## config.mk

```make
export PLATFORM = sky130hd
export DESIGN_NAME = ccfc_top
export DESIGN_NICKNAME = d
export VERILOG_FILES = /design/src/logic/ccfc_pkg.sv /design/src/logic/ccfc_top.sv
export VERILOG_INCLUDE_DIRS = /design/src /design/src/logic
export SDC_FILE = /design/constraint.sdc
export NUM_CORES = 1
export LEC_CHECK = 0
export BUFFER_PORTS_ARGS = -buffer_cell sky130_fd_sc_hd__buf_2
export CAP_MARGIN = 10
export CORE_AREA = 4 4 188 190
export CTS_CLUSTER_DIAMETER = 150
export DETAILED_ROUTE_END_ITERATION = 8
export DIE_AREA = 0 0 192 194
export RECOVER_POWER = 50
export SLEW_MARGIN = 20
export SYNTH_ARGS = -nofsm -noshare
export SYNTH_HDL_FRONTEND = slang
export SYNTH_SLANG_ARGS = --single-unit
```

## constraint.sdc

```tcl
create_clock -name sys_clk -period 14.5 [get_ports sys_clk]
set_clock_uncertainty 0.15 [all_clocks]
set_input_delay 0.725 -clock sys_clk [delete_from_list [all_inputs] [get_ports sys_clk]]
set_output_delay 0.725 -clock sys_clk [all_outputs]
set_load 0.03 [all_outputs]
```

## src/logic/ccfc_consts.svh

```systemverilog
//----------------------------------------------------------------------
// Purpose: Word offsets, field positions and decode constants
// Assumes: 16-bit calibration words, word-addressed
// Notes:   Definitions only
//----------------------------------------------------------------------
`ifndef CCFC_CONSTS_SVH
`define CCFC_CONSTS_SVH

//----------------------------------------------------------------------
// Word offsets
//----------------------------------------------------------------------
`define CCFC_W_SENS   8'h0D
`define CCFC_W_TC     8'h0E
`define CCFC_W_SOT    8'h0F
`define CCFC_W_TOFS   8'h10
`define CCFC_W_TGAIN  8'h11
`define CCFC_W_CFG1   8'h12

//----------------------------------------------------------------------
// Field positions and reset values
//----------------------------------------------------------------------
`define CCFC_HI_B     15:8
`define CCFC_LO_B     7:0
`define CCFC_SIGN_B   23
`define CCFC_COEF_W   24
`define CCFC_RST_WORD 16'h0000
`define CCFC_RST_BYTE 8'h00
`define CCFC_G1_F     2:0
`define CCFC_G2_F     5:3
`define CCFC_POL_B    6
`define CCFC_RES_F    10:7
`define CCFC_ABS_B    11

//----------------------------------------------------------------------
// Decode tables
//----------------------------------------------------------------------
`define CCFC_G1_TAB   {8'h78, 8'h50, 8'h3C, 8'h28, 8'h1E, 8'h14, 8'h0C, 8'h06}
`define CCFC_G2_BASE  5'h0B
`define CCFC_RES_BASE 5'h0C
`define CCFC_RES_MAX  4'h6
`define CCFC_RES_TOP  5'h12
`define CCFC_G1_RST   8'h06

`endif

```

## src/logic/ccfc_pkg.sv

```systemverilog
//----------------------------------------------------------------------
// Purpose: Shared types of the calibration coefficient block
// Assumes: Nothing beyond the constants header
// Notes:   Types only
//----------------------------------------------------------------------
package ccfc_pkg;

   typedef logic [15:0] ccfc_word_t;
   typedef logic [23:0] ccfc_coef_t;

   typedef enum logic
   {
      CCFC_POL_POS = 1'b0,
      CCFC_POL_NEG = 1'b1
   } ccfc_pol_t;

endpackage : ccfc_pkg

```

## src/logic/ccfc_top.sv

```systemverilog
//----------------------------------------------------------------------
// Purpose: Hold coefficient upper bytes and setup word 1, join them with
//          externally held low words, decode the front-end setup
// Assumes: Word port comes from the serial command engine, one word/cycle
// Notes:   Outputs lag a word write by two clocks (store, then assemble)
//----------------------------------------------------------------------
`include "ccfc_consts.svh"

// Summary of operation
// - Offset: word 0D high byte over word 03
// - Gain: word 0D low byte over word 04
// - Offset slope: word 0E low over 06
// - Gain slope: word 0E high over 05
// - Gain slope quadratic: 0F low over 08
// - Offset slope quadratic: 0F high over 07
// - Temperature offset: word 10 low over 0A
// - Readout quadratic: word 10 high over 09
// - Temperature quadratic: word 11 low over 0C
// - Temperature gain unsigned: 11 high over 0B
// - Bits 2:0 pick first front_amplifier gain
// - Bits 5:3 pick second gain 1.1-1.8
// - Bit 6 inverts chopper polarity
// - Bits 10:7 pick 12 to 18 bits
// - Bit 11 grounds negative input, absolute mode
// - Stored words read zero after reset; decoded gains reset to 06 and 0B, resolution to 12 bits
module ccfc_top
   import ccfc_pkg::*;
#(
   parameter int AW = 8,
   parameter int IW = 26
)
(
   input  wire logic          sys_clk,
   input  wire logic          rst,
   input  wire logic          wr_en,
   input  wire logic          rd_en,
   input  wire logic [AW-1:0] addr,
   input  wire ccfc_word_t    wdata,
   output ccfc_word_t         rdata,
   output logic               rvalid,
   input  wire ccfc_word_t    lo_word_03,
   input  wire ccfc_word_t    lo_word_04,
   input  wire ccfc_word_t    lo_word_05,
   input  wire ccfc_word_t    lo_word_06,
   input  wire ccfc_word_t    lo_word_07,
   input  wire ccfc_word_t    lo_word_08,
   input  wire ccfc_word_t    lo_word_09,
   input  wire ccfc_word_t    lo_word_0a,
   input  wire ccfc_word_t    lo_word_0b,
   input  wire ccfc_word_t    lo_word_0c,
   output logic [IW-1:0]      offset_coef,
   output logic [IW-1:0]      gain_coef,
   output logic [IW-1:0]      zero_slope_coef,
   output logic [IW-1:0]      gain_slope_coef,
   output logic [IW-1:0]      gain_slope_quadratic,
   output logic [IW-1:0]      zero_slope_quadratic,
   output logic [IW-1:0]      temp_offset_coef,
   output logic [IW-1:0]      readout_quadratic,
   output logic [IW-1:0]      temperature_quadratic,
   output logic [IW-1:0]      temp_gain_abs,
   output logic [7:0]         front_amplifier_first_gain,
   output logic [4:0]         front_amplifier_second_gain,
   output ccfc_pol_t          chopper_polarity,
   output logic [4:0]         adc_res_bits,
   output logic               single_ended_input_select,
   output logic               negative_input_to_ground,
   output logic               cfg_error,
   input  wire logic          conv_req,
   output logic               conv_start
);

   //-------------------------------------------------------------------
   // Stored words
   //-------------------------------------------------------------------
   ccfc_word_t  sens_hi_q;
   ccfc_word_t  tc_hi_q;
   ccfc_word_t  sot_hi_q;
   ccfc_word_t  tofs_hi_q;
   ccfc_word_t  tgain_hi_q;
   ccfc_word_t  setup_q;
   ccfc_coef_t  off_q;
   ccfc_coef_t  gain_q;
   ccfc_coef_t  tco_q;
   ccfc_coef_t  tcg_q;
   ccfc_coef_t  gain_slope_quadratic_q;
   ccfc_coef_t  zero_slope_quadratic_q;
   ccfc_coef_t  toff_q;
   ccfc_coef_t  readout_quadratic_q;
   ccfc_coef_t  temperature_quadratic_q;
   ccfc_coef_t  tgain_q;
   logic [63:0] g1_tab;

   assign g1_tab = `CCFC_G1_TAB;

   // Writes land whole-word; every field of setup word 1 is kept so the
   // fields decoded elsewhere see what software wrote
   always_ff @(posedge sys_clk or posedge rst)
   begin
      if (rst)
      begin
         sens_hi_q  <= `CCFC_RST_WORD;
         tc_hi_q    <= `CCFC_RST_WORD;
         sot_hi_q   <= `CCFC_RST_WORD;
         tofs_hi_q  <= `CCFC_RST_WORD;
         tgain_hi_q <= `CCFC_RST_WORD;
         setup_q    <= `CCFC_RST_WORD;
      end
      else if (wr_en)
      begin
         if (addr == `CCFC_W_SENS)  sens_hi_q  <= wdata;
         if (addr == `CCFC_W_TC)    tc_hi_q    <= wdata;
         if (addr == `CCFC_W_SOT)   sot_hi_q   <= wdata;
         if (addr == `CCFC_W_TOFS)  tofs_hi_q  <= wdata;
         if (addr == `CCFC_W_TGAIN) tgain_hi_q <= wdata;
         if (addr == `CCFC_W_CFG1)  setup_q    <= wdata;
      end
   end

   //-------------------------------------------------------------------
   // Read-back
   //-------------------------------------------------------------------
   // Unmapped offsets read as zero rather than stale data
   always_ff @(posedge sys_clk or posedge rst)
   begin
      if (rst)
      begin
         rdata  <= `CCFC_RST_WORD;
         rvalid <= 1'b0;
      end
      else
      begin
         rvalid <= rd_en;
         if (rd_en)
         begin
            unique case (addr)
               `CCFC_W_SENS:  rdata <= sens_hi_q;
               `CCFC_W_TC:    rdata <= tc_hi_q;
               `CCFC_W_SOT:   rdata <= sot_hi_q;
               `CCFC_W_TOFS:  rdata <= tofs_hi_q;
               `CCFC_W_TGAIN: rdata <= tgain_hi_q;
               `CCFC_W_CFG1:  rdata <= setup_q;
               default:       rdata <= `CCFC_RST_WORD;
            endcase
         end
      end
   end

   //-------------------------------------------------------------------
   // Coefficient assembly
   //-------------------------------------------------------------------
   // Registered so the arithmetic sees a whole coefficient change at once
   always_ff @(posedge sys_clk or posedge rst)
   begin
      if (rst)
      begin
         off_q      <= '0;
         gain_q     <= '0;
         tco_q      <= '0;
         tcg_q      <= '0;
         gain_slope_quadratic_q  <= '0;
         zero_slope_quadratic_q  <= '0;
         toff_q     <= '0;
         readout_quadratic_q <= '0;
         temperature_quadratic_q    <= '0;
         tgain_q    <= '0;
      end
      else
      begin
         off_q      <= {sens_hi_q[`CCFC_HI_B], lo_word_03};
         gain_q     <= {sens_hi_q[`CCFC_LO_B], lo_word_04};
         tco_q      <= {tc_hi_q[`CCFC_LO_B], lo_word_06};
         tcg_q      <= {tc_hi_q[`CCFC_HI_B], lo_word_05};
         gain_slope_quadratic_q  <= {sot_hi_q[`CCFC_LO_B], lo_word_08};
         zero_slope_quadratic_q  <= {sot_hi_q[`CCFC_HI_B], lo_word_07};
         toff_q     <= {tofs_hi_q[`CCFC_LO_B], lo_word_0a};
         readout_quadratic_q <= {tofs_hi_q[`CCFC_HI_B], lo_word_09};
         temperature_quadratic_q    <= {tgain_hi_q[`CCFC_LO_B], lo_word_0c};
         tgain_q    <= {tgain_hi_q[`CCFC_HI_B], lo_word_0b};
      end
   end

   // Two's complement, bit 23 replicated upward
   assign offset_coef           = {{(IW-`CCFC_COEF_W){off_q[`CCFC_SIGN_B]}}, off_q};
   assign gain_coef             = {{(IW-`CCFC_COEF_W){gain_q[`CCFC_SIGN_B]}}, gain_q};
   assign zero_slope_coef       = {{(IW-`CCFC_COEF_W){tco_q[`CCFC_SIGN_B]}}, tco_q};
   assign gain_slope_coef       = {{(IW-`CCFC_COEF_W){tcg_q[`CCFC_SIGN_B]}}, tcg_q};
   assign gain_slope_quadratic  = {{(IW-`CCFC_COEF_W){gain_slope_quadratic_q[`CCFC_SIGN_B]}}, gain_slope_quadratic_q};
   assign zero_slope_quadratic  = {{(IW-`CCFC_COEF_W){zero_slope_quadratic_q[`CCFC_SIGN_B]}}, zero_slope_quadratic_q};
   assign temp_offset_coef      = {{(IW-`CCFC_COEF_W){toff_q[`CCFC_SIGN_B]}}, toff_q};
   assign readout_quadratic     = {{(IW-`CCFC_COEF_W){readout_quadratic_q[`CCFC_SIGN_B]}}, readout_quadratic_q};
   assign temperature_quadratic = {{(IW-`CCFC_COEF_W){temperature_quadratic_q[`CCFC_SIGN_B]}}, temperature_quadratic_q};
   // Magnitude only, so no sign to carry up
   assign temp_gain_abs         = {{(IW-`CCFC_COEF_W){1'b0}}, tgain_q};

   //-------------------------------------------------------------------
   // Front-end setup decode
   //-------------------------------------------------------------------
   always_ff @(posedge sys_clk or posedge rst)
   begin
      if (rst)
      begin
         front_amplifier_first_gain         <= `CCFC_G1_RST;
         front_amplifier_second_gain        <= `CCFC_G2_BASE;
         chopper_polarity          <= CCFC_POL_POS;
         adc_res_bits              <= `CCFC_RES_BASE;
         single_ended_input_select <= 1'b0;
         negative_input_to_ground  <= 1'b0;
         cfg_error                 <= 1'b0;
      end
      else
      begin
         front_amplifier_first_gain  <= g1_tab[{setup_q[`CCFC_G1_F], 3'h0} +: 8];
         front_amplifier_second_gain <= `CCFC_G2_BASE + {2'h0, setup_q[`CCFC_G2_F]};
         chopper_polarity   <= ccfc_pol_t'(setup_q[`CCFC_POL_B]);
         adc_res_bits       <= `CCFC_RES_BASE + {1'b0, setup_q[`CCFC_RES_F]};
         single_ended_input_select <= setup_q[`CCFC_ABS_B];
         negative_input_to_ground  <= setup_q[`CCFC_ABS_B];
         cfg_error          <= setup_q[`CCFC_RES_F] > `CCFC_RES_MAX;
      end
   end

   // A request under a bad resolution code is dropped, not queued
   assign conv_start = conv_req && !cfg_error;
endmodule : ccfc_top

```

## Word-level counts from Yosys, hierarchy flattened

Cells that the tools add are included.

- Add/subtract/negate cells: 2
- Equal/unequal tests: 6
- Order comparisons: 1
- Mux-type cells: 1
- Reductions and logical operators: 8
- Shift-type cells: 1

Operator list:

| cell | count |
|---|---|
| $pmux W16 S6 | 1 |
| $shiftx A64 B7 Y8 const A | 1 |
| $eq A8 B4 Y1 const B | 3 |
| $eq A8 B5 Y1 const B | 3 |
| $reduce_and A2 Y1 | 6 |
| $add A4 B3 Y5 const A | 1 |
| $add A4 B4 Y5 const A | 1 |
| $gt A4 B3 Y1 const B | 1 |
| $logic_and A1 B1 Y1 | 1 |
| $logic_not A1 Y1 | 1 |

- Register bits: 374
- Input bits: 189

## Depth between registers and ports, before layout

- Word-level depth: 2
- Mapped depth: 7
- Depth with buffers taken out: 4

## Least setup slack after synthesis

No wires, ideal clock.

- Path kind: input-to-reg
- Start point: in addr[2]
- End point: reg tgain_hi_q[0]
- Arrival: 2.156 ns
- Path slack: 12.069 ns
- Path buffers: 2
- Stages on the path: 6
- Setup time: 0.125 ns
- Path through: or3b_1 > nor2_4 > and3_1 > buf_4 > buf_6 > mux2_2

- Longest elaborated chain between the ends: 2

RTL lines:

| element | line | source |
|---|---|---|
| start, declared | ccfc_top.sv:37 | `input wire logic [AW-1:0] addr,` |
| $eq A8 B5 Y1 | -- |  |
| $reduce_and A2 Y1 (no source line) | -- |  |
| end signal, assigned | ccfc_top.sv:105 | `` tgain_hi_q <= `CCFC_RST_WORD; `` |
| end signal, assigned | ccfc_top.sv:114 | `` if (addr == `CCFC_W_TGAIN) tgain_hi_q <= wdata; `` |
| end, declared | ccfc_top.sv:79 | `ccfc_word_t tgain_hi_q;` |

No other way between the ends.
A chain may end at the register's enable or synchronous reset.

==> results.cfg <==
[clocking]
cts_buffers = 38
clk_root_buffer_cell = clkbuf_16
cts_resized = 0
cts_tree = built
cts.htree.levels = 2
clock_path_buffers = 3
clock_sinks = 372
cts_hold_buf = 0
clock_latency_ns = 0.51
clk_pin_slew_ns = 0.06
postCtsSetupRepairBufs = 0

[setup_path]
r2r_end = rdata[7]$_DFFE_PP0P_
r2r_start = tgain_hi_q[7]$_DFFE_PP0P_
r2r_cells = 4
path_buf_inv = 2
criticalPathCategory = primary input to asynchronous set/reset pin
crit_path_top_delay_cell = clkinvlp_2
required_ns = 13.94
crit_family = buffers and inverters
path_max_fanout = 130
critPathArrivalTime_ns = 4.00
path_cells = clkbuf_1, clkinvlp_2
r2r_slack_ns = 12.96
end_kind = asynchronous set/reset pin
worst_setup_path_start_kind = primary input
slowest_delay_ns = 3.15

[routing]
drt_iter0_drc = 348
drtAntennaViolNets = 0
vias_per_cell = 4.60
vias = 7506
drt-pass1-iter-count = 7
drc = 0
finalWirelength_um = 36600
wl_per_cell_um = 22.4

[final_layout]
syn2layout_area_growth_pct = 31.7
multi_input_area_mm2 = 0.00224
regArea_mm2 = 0.00932
final_common_cell = dfrtp_1
nets = 1353
layout_common_cells = dfrtp_1, buf_2, clkbuf_1
drive_gt1_frac = 0.439
n_fill_cell = 3068

[placement]
port_buffers = 484
gp_congestion = 0.818
dp_hpwl_um = 26700

[floorplan]
dieWidth_um = 192
fp.dieH_um = 194
rows = 67
initial_core_util = 0.356
coreArea_mm2 = 0.0334
die_area_mm2 = 0.0372
boundaryPins = 489

[power_and_ir_drop]
irDropWorstVdd_mv = 0.0697
p_sw_w = 0.000580
seqPwrFrac = 0.484
cellInternalPower_w = 0.00173
leakage_nw = 7.94
swShare = 0.251
clock_power_share = 0.421
power_frac_comb = 0.095
p_per_area_mw_per_mm2 = 147

[global_routing]
grt-ovfl-total = 0
antenna_found_initial = 3
grt_pass1_vias = 7951
grt_first_pass_wirelength_um = 52700
grt.total_usage = 0.188
grt_max_degree = 131

[sta]
whs_ns = 0.155
min_period_ns = 4.57
period_share = 0.315
setup_viol = 0
worstMarginPinSlew_ns = 5.64
fin_tns_setup_ns = 0
hold_viol = 0
grt_setup_unrepaired = false
max_freq_ghz = 0.219
maxSlewViolCount = 165
maxSlewHeadroom = -2.78

[worst_hold_path]
holdCritPathClass = primary input to flip-flop
worstHoldStart = lo_word_03[9]
min_delay_path_depth = 1
holdPathEnd = off_q[9]$_DFF_PP0_

[synthesis]
ys_ff_latch = 372
ys_types = 43
yosysSeqAreaShare = 0.782
syn_avg_cell_area_um2 = 17.6
synth_area_mm2 = 0.0119
yosysWarnings = 0
synth_cells = 678

[run_status]
status = finished, violations left
failed_checks = max-capacitance violations, max-slew violations

[job]
cap_violations = 2
[layer usage]
layer | part of all wire | vias to the layer above | track usage
li1 | - | 3283 | -
met1 | 0.37 | 3846 | 0.219
met2 | 0.52 | 311 | 0.339
met3 | 0.078 | 62 | 0.0511
met4 | 0.029 | 4 | 0.0547
met5 | 0.00074 | - | 0
[cells by family (layout without fill, tap and decap cells)]
group	count (synthesis)	in the layout	synth area share
flip-flops	372	372	0.782
AO/OA/AOI/OAI	72	72	0.0478
multiplexers	111	111	0.104
adder cells (fa/ha/maj)	7	7	0.00735
AND/OR/NAND/NOR	50	50	0.0259
buffers and inverters	65	565	0.0323
other	1	5	0.000315
[cell usage after synthesis, drive strengths merged]
library cell / count / area [µm²]
a21boi: 1 / 7.51
or3b: 1 / 8.76
nand3: 1 / 5.00
a41oi: 2 / 17.5
and2: 4 / 25.0
a21oi: 5 / 25.0
a31oi: 9 / 56.3
a22o: 21 / 184
a22oi: 6 / 45.0
o21bai: 1 / 7.51
and3b: 1 / 8.76
ha: 7 / 87.6
buf: 40 / 292
mux2: 105 / 1180
nor2: 18 / 75.1
conb: 1 / 3.75
a32o: 1 / 10.0
nor3: 1 / 5.00
and4b: 1 / 10.0
dfrtp: 365 / 9130
nor4b: 1 / 15.0
nand2b: 1 / 6.26
o2bb2ai: 5 / 43.8
nor4: 3 / 33.8
mux2i: 6 / 60.1
o21ai: 3 / 15.0
and4: 2 / 17.5
dfstp: 7 / 184
and3: 5 / 31.3
inv: 13 / 48.8
or3: 1 / 11.3
nand2: 4 / 17.5
a32oi: 18 / 158
clkbuf: 12 / 45.0
nor2b: 5 / 31.3
nor3b: 1 / 7.51
[power groups by stage]
| stage | sequential (W) | combinational, W | clock, W |
|---|---|---|---|
| 6_report | 0.00112 | 0.000219 | 0.000973 |
| 5_1_grt | 0.00112 | 0.000234 | 0.00104 |
| 4_1_cts | 0.00112 | 0.000229 | 0.000999 |
| 3_5_place_dp | 0.00114 | 0.000228 | 0 |
| 3_3_place_gp | 0.00114 | 0.000226 | 0 |
| 2_1_floorplan | 0.00121 | 0.0000540 | 0 |
[worst max-delay path by stage]
stage	start	endpoint	slack, ns	depth (start not counted)
CTS	addr[4]	sens_hi_q[15]$_DFFE_PP0P_	11.31	5
floorplan	rst	adc_res_bits[0]$_DFF_PP0_	3.31	1
global route	rst	tco_q[12]$_DFF_PP0_	8.91	2
detailed placement	addr[4]	sens_hi_q[0]$_DFFE_PP0P_	10.78	5
global placement	addr[5]	sens_hi_q[2]$_DFFE_PP0P_	10.87	5
finish	rst	setup_q[12]$_DFFE_PP0P_	9.93	2
[metrics by stage]
step                      utilization  instances  instance area, µm²  power [W]  setup WS [ns]
final                           0.469       1630               15700    0.00231           9.93
after detailed placement        0.437       1565               14600    0.00136          10.78
after global placement          0.437       1565               14600    0.00136          10.87
after global routing            0.469       1629               15700    0.00240           8.91
after CTS                       0.474       1629               15900    0.00235          11.31
after floorplan                     -        681               11900    0.00127           3.31
[worst reg2reg max path, delay by kind of cell (launching register included)]
family | cells | cell delay, ns
DFF | 1 | 0.40
and+or+nand+nor | 1 | 0.42
buffers and inverters | 1 | 0.09
AOI/OAI and AO/OA | 2 | 0.41
[cell type report]
| cell class | instances | share of cell area |
|---|---|---|
| Tap cell | 448 | 0.0357 |
| Multi-Input combinational cell | 244 | 0.142 |
| Sequential cell | 372 | 0.594 |
| Clock inverter | 11 | 0.00877 |
| Inverter | 13 | 0.00319 |
| Timing Repair Buffer | 488 | 0.146 |
| Antenna cell | 1 | 0.000159 |
| Clock buffer | 53 | 0.0700 |
No activity file was read; power rests on OpenSTA's default activity.
